File: src/hdl/aoa_cfg.svh
// Register map, field positions, reset values and timing counts of the alarm output block
// Functional notes
// - Averaging, on>=off: actuate at mean>=on, release at mean<=off.
// - Averaging, on<off: actuate when mean falls to or below on.
// - Mean thresholds count only in averaging mode, ignored in voting mode.
// - Fault option set: any assigned input lost fault actuates the output.
// - Actuation waits for the make delay, 0..9999 s, default 10 s.
// - Release waits for the break delay, up to 9999 s, default 10 s; a latched output released by a latch clear goes off at once.
// - A disabled output stays inactive and ignores its inputs.
// - Latched output stays actuated until a latch clear request.
// - Sounder outputs share modes, thresholds, fault option and delays with relays.
// - Only inputs assigned to the output affect it.
// - Voting: actuate when assigned inputs in alarm reach the voting count.
// - Coil sense selectable: normally de-energized or normally energized.
`ifndef AOA_CFG_SVH
`define AOA_CFG_SVH
`define AOA_CTRL_OFS 8'h00
`define AOA_ASSIGN_OFS 8'h04
`define AOA_AVG_ON_OFS 8'h08
`define AOA_AVG_OFF_OFS 8'h0c
`define AOA_MAKE_OFS 8'h10
`define AOA_BRK_OFS 8'h14
`define AOA_STAT_OFS 8'h18
`define AOA_ISTAT_OFS 8'h1c
`define AOA_IMASK_OFS 8'h20
`define AOA_CMD_OFS 8'h24
`define AOA_CTRL_EN 0
`define AOA_CTRL_MODE 1
`define AOA_CTRL_FAULT 2
`define AOA_CTRL_LATCH 3
`define AOA_CTRL_SENSE 4
`define AOA_CTRL_STYLE 5
`define AOA_CTRL_VOTE_LSB 8
`define AOA_CTRL_RST 32'h0000_0100
`define AOA_ASSIGN_RST 32'h0000_0000
`define AOA_AVG_RST 16'h0000
`define AOA_DLY_DEF 14'h000a
`define AOA_DLY_MAX 14'h270f
`define AOA_IRQ_ACT 0
`define AOA_IRQ_REL 1
`define AOA_IRQ_FLT 2
`define AOA_CLK_HZ 40000000
`define AOA_TICK_S 1
`define AOA_TICK_CYCLES (`AOA_CLK_HZ * `AOA_TICK_S)
`endif

File: src/hdl/aoa_pkg.sv
// Types shared by the alarm output block
package aoa_pkg;
  typedef enum logic {AOA_MODE_VOTE = 1'b0, AOA_MODE_AVG = 1'b1} aoa_mode_e;
  typedef enum logic [1:0] {
    AOA_ST_OFF = 2'b00,
    AOA_ST_MAKE = 2'b01,
    AOA_ST_ON = 2'b10,
    AOA_ST_BRK = 2'b11
  } aoa_state_e;
  typedef logic [13:0] aoa_dly_t;
endpackage : aoa_pkg

File: src/hdl/aoa_dec_if.sv
// Decision signals passed between evaluator, delay stage and top
`timescale 1ns/100ps
interface aoa_dec_if;
  logic en;
  logic req;
  logic any_fault;
  logic latched;
  logic clr;
  aoa_pkg::aoa_dly_t make_dly;
  aoa_pkg::aoa_dly_t brk_dly;
  logic act;
  modport eval (input en, output req, output any_fault);
  modport dly (input en, input req, input latched, input clr, input make_dly,
    input brk_dly, output act);
endinterface : aoa_dec_if

File: src/hdl/aoa_eval.sv
// Alarm condition evaluator: voting, averaging hysteresis and fault option
`timescale 1ns/100ps
`include "aoa_cfg.svh"
module aoa_eval #(
  parameter int NUM_IN = 8,
  parameter int CONC_W = 16
) (
  input wire logic clk,
  input wire logic rst,
  input wire logic [NUM_IN*CONC_W-1:0] conc,
  input wire logic [NUM_IN-1:0] alarm,
  input wire logic [NUM_IN-1:0] fault,
  input wire logic [NUM_IN-1:0] assigned,
  input wire aoa_pkg::aoa_mode_e mode,
  input wire logic fault_act,
  input wire logic [7:0] vote,
  input wire logic [CONC_W-1:0] avg_on,
  input wire logic [CONC_W-1:0] avg_off,
  aoa_dec_if.eval dec
);
  localparam int ACC_W = CONC_W + 8;
  if (NUM_IN < 1 || NUM_IN > 24) begin : g_chk
    $error("aoa_eval: NUM_IN must be 1..24");
  end

  function automatic logic [7:0] ones(input logic [NUM_IN-1:0] v);
    logic [7:0] n;
    n = 8'h00;
    for (int i = 0; i < NUM_IN; i++) n = n + 8'(v[i]);
    return n;
  endfunction : ones

  logic [ACC_W-1:0] sum;
  logic [7:0] n_asg;
  logic [ACC_W-1:0] on_p;
  logic [ACC_W-1:0] off_p;
  logic normal;
  logic at_on;
  logic at_off;
  logic vote_ok;
  logic avg_hold;

  // Compare sum against threshold times count so no divider is needed
  always_comb begin
    sum = '0;
    for (int i = 0; i < NUM_IN; i++)
      if (assigned[i]) sum = sum + ACC_W'(conc[i*CONC_W +: CONC_W]);
  end
  assign n_asg = ones(assigned);
  assign on_p = ACC_W'(avg_on) * ACC_W'(n_asg);
  assign off_p = ACC_W'(avg_off) * ACC_W'(n_asg);
  assign normal = avg_on >= avg_off;
  assign at_on = normal ? (sum >= on_p) : (sum <= on_p);
  assign at_off = normal ? (sum <= off_p) : (sum >= off_p);
  assign vote_ok = (vote != 8'h00) && (ones(alarm & assigned) >= vote);
  assign dec.any_fault = |(fault & assigned);

  always_ff @(posedge clk) begin
    if (rst || !dec.en || mode != aoa_pkg::AOA_MODE_AVG || n_asg == 8'h00) begin
      avg_hold <= 1'b0;
    end else if (at_on) begin
      avg_hold <= 1'b1;
    end else if (at_off) begin
      avg_hold <= 1'b0;
    end
  end

  always_ff @(posedge clk) begin
    if (rst || !dec.en) begin
      dec.req <= 1'b0;
    end else begin
      dec.req <= ((mode == aoa_pkg::AOA_MODE_AVG) ? avg_hold : vote_ok)
        | (fault_act & dec.any_fault);
    end
  end

  wire avg_ok = dec.en && mode == aoa_pkg::AOA_MODE_AVG && n_asg != 8'h00;
endmodule : aoa_eval

File: src/hdl/aoa_delay.sv
// Make and break delay stage with latching, timed by a one-second tick
`timescale 1ns/100ps
`include "aoa_cfg.svh"
module aoa_delay #(
  parameter int TICK_CYCLES = `AOA_TICK_CYCLES
) (
  input wire logic clk,
  input wire logic rst,
  aoa_dec_if.dly dec
);
  if (TICK_CYCLES < 1) begin : g_chk
    $error("aoa_delay: TICK_CYCLES must be at least 1");
  end
  aoa_pkg::aoa_state_e state;
  logic [31:0] div;
  logic tick;
  aoa_pkg::aoa_dly_t cnt;

  // Divider restarts with each timing phase so a delay is exactly N ticks long
  always_ff @(posedge clk) begin
    if (rst || state == aoa_pkg::AOA_ST_OFF || state == aoa_pkg::AOA_ST_ON || tick) begin
      div <= 32'h0000_0000;
    end else begin
      div <= div + 32'h0000_0001;
    end
  end
  assign tick = div == 32'(TICK_CYCLES - 1);

  always_ff @(posedge clk) begin
    if (rst || !dec.en) begin
      state <= aoa_pkg::AOA_ST_OFF;
      cnt <= 14'h0000;
    end else begin
      case (state)
        aoa_pkg::AOA_ST_OFF: begin
          cnt <= 14'h0000;
          if (dec.req) begin
            state <= (dec.make_dly == 14'h0000) ? aoa_pkg::AOA_ST_ON : aoa_pkg::AOA_ST_MAKE;
          end
        end
        aoa_pkg::AOA_ST_MAKE: begin
          if (!dec.req) begin
            state <= aoa_pkg::AOA_ST_OFF;
            cnt <= 14'h0000;
          end else if (tick) begin
            if (cnt + 14'h0001 >= dec.make_dly) state <= aoa_pkg::AOA_ST_ON;
            cnt <= cnt + 14'h0001;
          end
        end
        aoa_pkg::AOA_ST_ON: begin
          cnt <= 14'h0000;
          if (dec.latched) begin
            if (dec.clr) state <= aoa_pkg::AOA_ST_OFF;
          end else if (!dec.req) begin
            state <= (dec.brk_dly == 14'h0000) ? aoa_pkg::AOA_ST_OFF : aoa_pkg::AOA_ST_BRK;
          end
        end
        aoa_pkg::AOA_ST_BRK: begin
          if (dec.req || dec.latched) begin
            state <= aoa_pkg::AOA_ST_ON;
            cnt <= 14'h0000;
          end else if (tick) begin
            if (cnt + 14'h0001 >= dec.brk_dly) state <= aoa_pkg::AOA_ST_OFF;
            cnt <= cnt + 14'h0001;
          end
        end
        default: state <= aoa_pkg::AOA_ST_OFF;
      endcase
    end
  end
  assign dec.act = state == aoa_pkg::AOA_ST_ON || state == aoa_pkg::AOA_ST_BRK;
endmodule : aoa_delay

File: src/hdl/aoa_top.sv
// Alarm output actuation block with AXI4-Lite registers and interrupt
//
// Register access over AXI4-Lite and the register offsets were decided locally.
`timescale 1ns/100ps
`include "aoa_cfg.svh"
module aoa_top #(
  parameter int NUM_IN = 8,
  parameter int CONC_W = 16,
  parameter int TICK_CYCLES = `AOA_TICK_CYCLES
) (
  input wire logic clk,
  input wire logic rst,
  input wire logic [7:0] s_axi_awaddr,
  input wire logic s_axi_awvalid,
  output logic s_axi_awready,
  input wire logic [31:0] s_axi_wdata,
  input wire logic [3:0] s_axi_wstrb,
  input wire logic s_axi_wvalid,
  output logic s_axi_wready,
  output logic [1:0] s_axi_bresp,
  output logic s_axi_bvalid,
  input wire logic s_axi_bready,
  input wire logic [7:0] s_axi_araddr,
  input wire logic s_axi_arvalid,
  output logic s_axi_arready,
  output logic [31:0] s_axi_rdata,
  output logic [1:0] s_axi_rresp,
  output logic s_axi_rvalid,
  input wire logic s_axi_rready,
  input wire logic [NUM_IN*CONC_W-1:0] conc_in,
  input wire logic [NUM_IN-1:0] input_alarm,
  input wire logic [NUM_IN-1:0] input_lost_fault,
  input wire logic latch_clear_request,
  output logic out_active,
  output logic relay_coil,
  output logic irq
);
  if (CONC_W < 1 || CONC_W > 16) begin : g_chk
    $error("aoa_top: CONC_W must be 1..16");
  end

  function automatic logic [31:0] merge(input logic [31:0] old, input logic [31:0] nw,
                                        input logic [3:0] strb);
    logic [31:0] r;
    r = old;
    for (int b = 0; b < 4; b++) if (strb[b]) r[b*8 +: 8] = nw[b*8 +: 8];
    return r;
  endfunction : merge

  function automatic aoa_pkg::aoa_dly_t clamp(input logic [31:0] v);
    return (v > 32'(`AOA_DLY_MAX)) ? `AOA_DLY_MAX : v[13:0];
  endfunction : clamp

  // Two-flop synchronisers for everything arriving from the remote modules
  logic [NUM_IN*CONC_W-1:0] conc_m, conc_s;
  logic [NUM_IN-1:0] alarm_m, alarm_s, fault_m, fault_s;
  logic clr_m, clr_s, clr_d;
  always_ff @(posedge clk) begin
    conc_m <= conc_in;
    conc_s <= conc_m;
    alarm_m <= input_alarm;
    alarm_s <= alarm_m;
    fault_m <= input_lost_fault;
    fault_s <= fault_m;
    clr_m <= latch_clear_request;
    clr_s <= clr_m;
  end
  always_ff @(posedge clk) begin
    if (rst) clr_d <= 1'b0;
    else clr_d <= clr_s;
  end

  // Registers
  logic [31:0] ctrl;
  logic [NUM_IN-1:0] assigned;
  logic [CONC_W-1:0] avg_on, avg_off;
  aoa_pkg::aoa_dly_t make_dly, brk_dly;
  logic [2:0] istat, imask;
  logic sw_clr;

  // AXI4-Lite write path: address and data taken in either order
  logic aw_h, w_h;
  logic [7:0] aw_a;
  logic [31:0] w_d;
  logic [3:0] w_s;
  logic wr_go, wr_ok;
  assign s_axi_awready = !aw_h && !s_axi_bvalid;
  assign s_axi_wready = !w_h && !s_axi_bvalid;
  assign wr_go = aw_h && w_h && !s_axi_bvalid;
  always_comb begin
    case (aw_a)
      `AOA_CTRL_OFS, `AOA_ASSIGN_OFS, `AOA_AVG_ON_OFS, `AOA_AVG_OFF_OFS, `AOA_MAKE_OFS,
      `AOA_BRK_OFS, `AOA_STAT_OFS, `AOA_ISTAT_OFS, `AOA_IMASK_OFS, `AOA_CMD_OFS: wr_ok = 1'b1;
      default: wr_ok = 1'b0;
    endcase
  end

  always_ff @(posedge clk) begin
    if (rst) begin
      aw_h <= 1'b0;
      w_h <= 1'b0;
      aw_a <= 8'h00;
      w_d <= 32'h0000_0000;
      w_s <= 4'h0;
      s_axi_bvalid <= 1'b0;
      s_axi_bresp <= 2'b00;
    end else begin
      if (s_axi_awvalid && s_axi_awready) begin
        aw_h <= 1'b1;
        aw_a <= s_axi_awaddr;
      end
      if (s_axi_wvalid && s_axi_wready) begin
        w_h <= 1'b1;
        w_d <= s_axi_wdata;
        w_s <= s_axi_wstrb;
      end
      if (wr_go) begin
        aw_h <= 1'b0;
        w_h <= 1'b0;
        s_axi_bvalid <= 1'b1;
        s_axi_bresp <= wr_ok ? 2'b00 : 2'b10;
      end else if (s_axi_bready) begin
        s_axi_bvalid <= 1'b0;
      end
    end
  end

  always_ff @(posedge clk) begin
    if (rst) begin
      ctrl <= `AOA_CTRL_RST;
      assigned <= NUM_IN'(`AOA_ASSIGN_RST);
      avg_on <= CONC_W'(`AOA_AVG_RST);
      avg_off <= CONC_W'(`AOA_AVG_RST);
      make_dly <= `AOA_DLY_DEF;
      brk_dly <= `AOA_DLY_DEF;
      imask <= 3'h0;
    end else if (wr_go) begin
      case (aw_a)
        `AOA_CTRL_OFS: ctrl <= merge(ctrl, w_d, w_s) & 32'h0000_ff3f;
        `AOA_ASSIGN_OFS: assigned <= NUM_IN'(merge(32'(assigned), w_d, w_s));
        `AOA_AVG_ON_OFS: avg_on <= CONC_W'(merge(32'(avg_on), w_d, w_s));
        `AOA_AVG_OFF_OFS: avg_off <= CONC_W'(merge(32'(avg_off), w_d, w_s));
        `AOA_MAKE_OFS: make_dly <= clamp(merge(32'(make_dly), w_d, w_s));
        `AOA_BRK_OFS: brk_dly <= clamp(merge(32'(brk_dly), w_d, w_s));
        `AOA_IMASK_OFS: imask <= 3'(merge(32'(imask), w_d, w_s));
        default: ;
      endcase
    end
  end

  // Software clear is a one-cycle pulse from a write of one to the command word
  always_ff @(posedge clk) begin
    if (rst) sw_clr <= 1'b0;
    else sw_clr <= wr_go && aw_a == `AOA_CMD_OFS && w_s[0] && w_d[0];
  end

  // Decision path; relay and sounder styles run the very same logic
  aoa_dec_if dec ();
  assign dec.en = ctrl[`AOA_CTRL_EN];
  assign dec.latched = ctrl[`AOA_CTRL_LATCH];
  assign dec.clr = sw_clr || (clr_s && !clr_d);
  assign dec.make_dly = make_dly;
  assign dec.brk_dly = brk_dly;

  aoa_eval #(.NUM_IN(NUM_IN), .CONC_W(CONC_W)) u_eval (
    .clk(clk),
    .rst(rst),
    .conc(conc_s),
    .alarm(alarm_s),
    .fault(fault_s),
    .assigned(assigned),
    .mode(aoa_pkg::aoa_mode_e'(ctrl[`AOA_CTRL_MODE])),
    .fault_act(ctrl[`AOA_CTRL_FAULT]),
    .vote(ctrl[`AOA_CTRL_VOTE_LSB +: 8]),
    .avg_on(avg_on),
    .avg_off(avg_off),
    .dec(dec.eval)
  );

  aoa_delay #(.TICK_CYCLES(TICK_CYCLES)) u_delay (
    .clk(clk),
    .rst(rst),
    .dec(dec.dly)
  );

  // Outputs and interrupt events
  logic flt_d;
  always_ff @(posedge clk) begin
    if (rst) begin
      out_active <= 1'b0;
      relay_coil <= 1'b0;
      flt_d <= 1'b0;
    end else begin
      out_active <= dec.act;
      relay_coil <= dec.act ^ ctrl[`AOA_CTRL_SENSE];
      flt_d <= dec.any_fault && dec.en;
    end
  end

  logic [2:0] ev, w1c;
  assign ev[`AOA_IRQ_ACT] = dec.act && !out_active;
  assign ev[`AOA_IRQ_REL] = !dec.act && out_active;
  assign ev[`AOA_IRQ_FLT] = dec.any_fault && dec.en && !flt_d;
  assign w1c = (wr_go && aw_a == `AOA_ISTAT_OFS && w_s[0]) ? w_d[2:0] : 3'h0;
  // A new event in the clearing cycle survives the clear
  always_ff @(posedge clk) begin
    if (rst) istat <= 3'h0;
    else istat <= (istat & ~w1c) | ev;
  end
  assign irq = |(istat & imask);

  // AXI4-Lite read path
  logic [31:0] rd;
  logic rd_ok;
  always_comb begin
    rd_ok = 1'b1;
    case (s_axi_araddr)
      `AOA_CTRL_OFS: rd = ctrl;
      `AOA_ASSIGN_OFS: rd = 32'(assigned);
      `AOA_AVG_ON_OFS: rd = 32'(avg_on);
      `AOA_AVG_OFF_OFS: rd = 32'(avg_off);
      `AOA_MAKE_OFS: rd = 32'(make_dly);
      `AOA_BRK_OFS: rd = 32'(brk_dly);
      `AOA_STAT_OFS: rd = {28'h0000000, dec.any_fault, relay_coil, dec.act, dec.req};
      `AOA_ISTAT_OFS: rd = 32'(istat);
      `AOA_IMASK_OFS: rd = 32'(imask);
      `AOA_CMD_OFS: rd = 32'h0000_0000;
      default: begin
        rd = 32'h0000_0000;
        rd_ok = 1'b0;
      end
    endcase
  end
  assign s_axi_arready = !s_axi_rvalid;
  always_ff @(posedge clk) begin
    if (rst) begin
      s_axi_rvalid <= 1'b0;
      s_axi_rdata <= 32'h0000_0000;
      s_axi_rresp <= 2'b00;
    end else if (s_axi_arvalid && s_axi_arready) begin
      s_axi_rvalid <= 1'b1;
      s_axi_rdata <= rd;
      s_axi_rresp <= rd_ok ? 2'b00 : 2'b10;
    end else if (s_axi_rready) begin
      s_axi_rvalid <= 1'b0;
    end
  end
endmodule : aoa_top

File: config.mk
export PLATFORM = sky130hd
export DESIGN_NAME = aoa_top
export DESIGN_NICKNAME = d
export VERILOG_FILES = /design/src/hdl/aoa_pkg.sv /design/src/hdl/aoa_dec_if.sv /design/src/hdl/aoa_eval.sv /design/src/hdl/aoa_delay.sv /design/src/hdl/aoa_top.sv
export VERILOG_INCLUDE_DIRS = /design/src /design/src/hdl
export SDC_FILE = /design/constraint.sdc
export NUM_CORES = 1
export LEC_CHECK = 0
export ABC_AREA = 0
export BUFFER_PORTS_ARGS = -buffer_cell sky130_fd_sc_hd__buf_4
export CAP_MARGIN = 10
export CORE_MARGIN = 5
export CORE_UTILIZATION = 30
export CTS_CLUSTER_SIZE = 28
export DETAILED_ROUTE_END_ITERATION = 10
export GPL_ROUTABILITY_DRIVEN = 0
export HOLD_SLACK_MARGIN = 0.03
export PLACE_DENSITY = 0.53
export SLEW_MARGIN = 5
export SYNTH_ARGS = -nofsm -noshare
export SYNTH_HDL_FRONTEND = slang
export SYNTH_SLANG_ARGS = --single-unit
export TNS_END_PERCENT = 30
File: constraint.sdc
create_clock -name clk -period 13.7 [get_ports clk]
set_input_delay 0 -clock clk [delete_from_list [all_inputs] [get_ports clk]]
set_output_delay 0 -clock clk [all_outputs]
set_load 0.02 [all_outputs]
==> results of run 1 <==
==> synthesized netlist by cell type (51+ instances only) <==
library cell and number:
dfxtp_1 499, ha_1 328, inv_1 281, nor2_1 281
nand2_1 250, a21oi_1 184, o21ai_0 128, xnor2_1 97
mux2i_1 88, clkbuf_1 86, and2_1 82, fa_1 73
nor2b_1 71, xor2_1 70, a21o_1 60, nand3_1 51
==> power groups by stage <==
| stage | Combinational [uW] | Clock, uW | Sequential (uW) |
|---|---|---|---|
| 2_1_floorplan | 100 | 0 | 1550 |
| 3_3_place_gp | 167 | 0 | 1580 |
| 3_5_place_dp | 168 | 0 | 1580 |
| 4_1_cts | 257 | 1540 | 1550 |
| 5_1_grt | 285 | 1600 | 1550 |
| 6_report | 261 | 1500 | 1550 |
==> what timing repair did <==
action | 4_1_cts | 5_1_grt
endpoints found under the setup margin | 0 | 0
hold buffers | 382 | 0
endpoints found under the hold margin | 244 | 0
==> flip-flops by register name (all words and copies together), names as in the netlist, 4 cells and up <==
name / cells
w_s: 4
alarm_s: 8
u_delay.div: 32
alarm_m: 8
avg_on: 16
conc_s: 128
assigned: 8
aw_a: 8
u_delay.cnt: 14
fault_s: 8
dec.make_dly: 14
w_d: 32
avg_off: 16
s_axi_rdata: 16
brk_dly: 14
conc_m: 128
ctrl: 14
fault_m: 8
==> final cells by class <==
type	count	area, sq um
clock inverters	22	294
inverters	287	1080
well taps	1265	1580
fillers	9458	57700
repair buffers	630	5690
multi-input cells	2326	17400
flip-flops and latches	499	9990
diodes	2	5.00
clock buffers	79	1560
==> logic make-up (layout without fill, tap and decap cells) <==
family / after synthesis / count (layout)
AO/OA/AOI/OAI: 653 / 653
XOR/XNOR: 171 / 171
adder cells (fa/ha/maj): 403 / 403
buffers and inverters: 402 / 1018
flip-flops: 499 / 499
multiplexers: 135 / 135
other: 1 / 20
AND/OR/NAND/NOR: 946 / 946
==> through the flow <==
step | util (%) | cells | hold slack [ns] | total power (uW)
after CTS | 39.5 | 5108 | 0.0310 | 3340
final | 39.5 | 5110 | 0.0539 | 3310
after detailed placement | 33.5 | 4625 | 0.106 | 1750
after global routing | 39.5 | 5110 | 0.0369 | 3440
after floorplan | - | 3227 | 0.0277 | 1660
after global placement | 33.5 | 4625 | 0.106 | 1750
==> worst max-delay path, delay by kind of cell (launching register included) <==
kind / cells / cell delay (ns)
XOR/XNOR: 5 / 0.74
AO/OA/AOI/OAI: 25 / 5.27
multiplexers: 5 / 1.01
flip-flops: 1 / 0.34
adder cells (fa/ha/maj): 10 / 3.14
AND/OR/NAND/NOR: 14 / 1.72
buffers and inverters: 1 / 0.10
==> final timing paths <==
kind / startpoint / endpoint / slack [ns]
max reg2reg: assigned[0] / u_eval.avg_hold / 1.19
min: conc_in[114] / conc_m[114] / 0.05
max: assigned[0] / u_eval.avg_hold / 1.19
min reg2reg: conc_m[14] / conc_s[14] / 0.32
==> metal layers <==
layer  up-vias  global-route usage (%)
met2       446                    28.4
li1      12210                       -
met5         -                       0
met3        98                    1.98
met1     11323                    21.9
met4         0                    3.73
==> flow_summary.toml, run 1 <==
[power]
vdd_drop_max_mv = 0.0796
switching_share_pct = 23.9
p_clk_share_pct = 45.3
seqPwrFrac_pct = 46.8
power.switching_uw = 789
pwr-share-comb_pct = 7.9
power_density_mw_per_mm2 = 87.9
p_int_uw = 2520
p_leak_uw = 0.0172

[cts]
insertion_delay_ns = 0.67
h-tree-depth = 2
cts_tree = "yes"
clockBufferDepth = 3
cts_inserted_buffers = 55
cts_setup_buffers = 0
numClockSinks = 499
cts_root_buffer = "clkbuf_16"
cts_resized = 0
clkTransAtPathRegs_ns = 0.07

[setup_path]
cp.required_ns = 14.15
cp_max_fo = 4
path_class = "reg2reg"
cp-end-kind = "register"
crit_path_max_incr_delay_ns = 0.56
rr_worst_depth = 60
cp_slowest_cell = "a2111oi_0"
crit_path_frequent_cell = "ha_1"
worstPathArrival_ns = 12.96
start_kind = "register"

[routing]
wl_per_cell_um = 16.8
drt_first_pass_iters = 5
vias = 24077
dr_wl_met2_mm = 40.7
vias_per_cell = 4.71
drt-met1-wl_mm = 40.1
drtIter0Drc = 1249
drc = 0
wl_mm = 85.9
highest_layer = "met4"
ant_nets = 0
route.met3.wl_mm = 3.32

[logic_synthesis]
ys_ff_latch = 499
synth_compound_area_share_pct = 14.7
synthAdderAreaFrac_pct = 19.3
synth_xor_area_share_pct = 5.31
syn_area_sq_mm = 0.0289
synthArstFlopShare_pct = 0
yosysWarningCount = 0
yosys_most_used_dff = "dfxtp_1"
netlist_top_cells_area = "dfxtp_1 35%, ha_1 14%, fa_1 5.1%, inv_1 3.6%, nor2_1 3.6%"
yosys.area_share.simple_pct = 15.7
ys_seq_area_share_pct = 34.5
yosysUniqueCellTypes = 96
synth_mux_area_share_pct = 4.89
synthCells = 3210
synth_area_per_cell_sq_um = 9.01
yosysTopAreaCellShare_pct = 34.5
yosysTopAreaCell = "dfxtp_1"
synth_edf_count = 0
synth_top_family_by_area = "adder cells"

[timing]
fmax_mhz = 80.0
tns_ns = 0
worstMarginPinSlew_ns = 1.11
fin_crit_sh_pct = 91.3
hold_viol_final = 0
skew_ns = 0.0787
finalSetupViolations = 0
maxSlewHeadroom_pct = 25.5
slew_violations = 0
layout_min_cycle_time_ns = 12.51
grt_setup_unrepaired = "false"
fin_ws_ns = 1.19

[global_routing]
grt.total_usage_pct = 16.4
grt_pass1_wl_mm = 136
grt_max_degree = 85
antenna_found_initial = 3
globalRoute.totalOverflow = 0
grt_pass1_vias = 24456

[placed_design]
numPortBuffers = 229
placed_cell_area_sq_mm = 0.0319
hpwl_mm = 64.6
dp_slack_ns = 1.34

[cells_and_area]
areaGrowthSynthToFinish_pct = 30.1
layout_commonest_cell = "dfxtp_1"
fin_nets = 4404
drive_gt1_share_pct = 10.9
fin_area_sq_mm = 0.0376
final_cell_mix = "499 x dfxtp_1, 382 x dlygate4sd3_1, 328 x ha_1"

[run_status]
status = "complete, no violations"

[floorplanning]
io_pins = 248
core-area_sq_mm = 0.0953
rows = 113
start_util_pct = 30.4
fp.dieH_um = 321
die_width_um = 321
fp.dieArea_sq_mm = 0.103

[run]
max_cap_viol_count = 0

[hold_path]
hold_class = "in2reg"
hold_depth = 2
No activity file was read; power rests on OpenSTA's default activity.
==> run 2, diff against run 1 <==
- PLACE_DENSITY: 0.53 -> 0.47
==> flow_summary.toml, run 2 (same netlist as run 1, synthesis figures left out) <==
[cells_and_area]
fin_nets = 4420
reg_top3 = "conc_m: 128 flops, conc_s: 128 flops"
layout_commonest_cell = "dfxtp_1"
areaGrowthSynthToFinish_pct = 31.1
drive_gt1_share_pct = 11.2
final_util_pct = 39.8
final_cell_mix = "498 x dfxtp_1, 393 x dlygate4sd3_1, 328 x ha_1"

[power]
switching_share_pct = 23.8
vdd_drop_max_mv = 0.114
power.switching_uw = 816
power_density_mw_per_mm2 = 90.5
p_int_uw = 2610
pwr-share-comb_pct = 7.6
p_leak_uw = 0.0174
seqPwrFrac_pct = 45.1
p_clk_share_pct = 47.3

[global_routing]
grt.total_usage_pct = 16.8
grt_pass1_wl_mm = 138
grt_pass1_vias = 24734
grt_max_degree = 83
antenna_found_initial = 2
globalRoute.totalOverflow = 0

[timing]
fmax_mhz = 80.0
worstMarginPinSlew_ns = 1.19
fin_crit_sh_pct = 91.3
skew_ns = 0.0612
finalSetupViolations = 0
layout_min_cycle_time_ns = 12.50
tns_ns = 0
grt_setup_unrepaired = "false"
whs_ns = 0.0687
slew_violations = 0
maxSlewHeadroom_pct = 20.3
hold_viol_final = 0

[setup_path]
cp_slowest_cell = "a2111oi_0"
r2r_start = "assigned[0]"
cp.required_ns = 14.18
rr_worst_depth = 57
worstPathArrival_ns = 12.98
crit_path_frequent_cell = "ha_1"
start_kind = "register"
r2r_slack_ns = 1.20
cp-end-kind = "register"
crit_path_max_incr_delay_ns = 0.54
path_class = "reg2reg"
cp_max_fo = 15
rr_endpoint = "u_eval.avg_hold"

[cts]
cts_tree = "yes"
h-tree-depth = 2
numClockSinks = 499
cts_setup_buffers = 0
clockBufferDepth = 3
cts_root_buffer = "clkbuf_16"
insertion_delay_ns = 0.68
clkTransAtPathRegs_ns = 0.07
cts_inserted_buffers = 58

[routing]
ant_nets = 0
wl_per_cell_um = 17.0
drt_first_pass_iters = 6
drtIter0Drc = 1239
wl_mm = 87.3
vias = 23960
vias_per_cell = 4.67
drc = 0

[floorplanning]
core-area_sq_mm = 0.0953
io_pins = 248
fp.dieH_um = 321
start_util_pct = 30.4
rows = 113
fp.dieArea_sq_mm = 0.103
die_width_um = 321

[hold_path]
hold_class = "in2reg"
min_to = "conc_m[108]"
hp-start = "conc_in[108]"
hold_depth = 2

[run]
max_cap_viol_count = 0

[placed_design]
hpwl_mm = 66.1
numPortBuffers = 229

[run_status]
status = "complete, no violations"
[run 2: cell types whose count changed in the layout (fill, tap and decap cells not counted), moves of 3 or more]
cell           before  now
clkinvlp_4          2    5
bufinv_16           3    7
dlygate4sd3_1     382  393
clkbuf_16          55   58
clkbuf_1           15    8
clkbuf_8            9    5
inv_6               2    7
[run 2: how the worst max path moves through the flow]
stage | start | end | slack, ns | depth (start not counted)
4_1_cts | assigned[0] | u_eval.avg_hold | 0.84 | 60
3_3_place_gp | assigned[0] | u_eval.avg_hold | 1.18 | 57
6_report | assigned[0] | u_eval.avg_hold | 1.20 | 57
2_1_floorplan | assigned[0] | u_eval.avg_hold | 2.40 | 61
5_1_grt | assigned[0] | u_eval.avg_hold | 0.04 | 60
3_5_place_dp | assigned[0] | u_eval.avg_hold | 0.96 | 60
[run 2: final cells by class]
class	instances	area [sq um]
Clock inverter	35	460
Sequential cell	499	9990
Clock buffer	71	1550
Inverter	287	1080
Antenna cell	1	2.50
Timing Repair Buffer	643	5810
Tap cell	1265	1580
Fill cell	9538	57400
Multi-Input combinational cell	2326	17400
[run 2: critical path, delay by kind of cell, from the launching register on]
family,cells,cell delay (ns)
AO/OA/AOI/OAI,19,4.22
XOR/XNOR,5,0.76
adder cells (fa/ha/maj),10,2.97
buffers and inverters,2,0.16
flip-flops,1,0.47
multiplexers,6,1.50
AND/OR/NAND/NOR,15,2.23
[run 2: metrics by stage]
stage,instances,worst slack [ns],cell area (sq um),power (uW)
global placement,4627,1.18,32000,1750
CTS,5126,0.843,37900,3480
floorplan,3227,2.40,29000,1660
detailed placement,4627,0.957,32000,1750
finish,5127,1.20,37900,3430
global route,5127,0.0412,37900,3570
[run 2: power groups by stage]
stage | clock, uW | combinational (uW) | sequential [uW]
after global routing | 1730 | 287 | 1550
final | 1620 | 262 | 1550
after global placement | 0 | 168 | 1580
after detailed placement | 0 | 168 | 1580
after floorplan | 0 | 100 | 1550
after CTS | 1670 | 260 | 1550
[run 2: repair_timing]
item,CTS,global route
gates resized for setup,0,2
hold buffers,393,0
endpoints found under the setup margin,0,1
hold endpoints to repair,243,0
[run 2: metal layers]
layer,track usage [%],vias to the layer above,part of all wire [%]
li1,-,12238,-
met3,2.23,103,3.8
met1,22.6,11240,47
met5,0,-,0
met4,3.79,0,1.9
met2,28.8,379,47
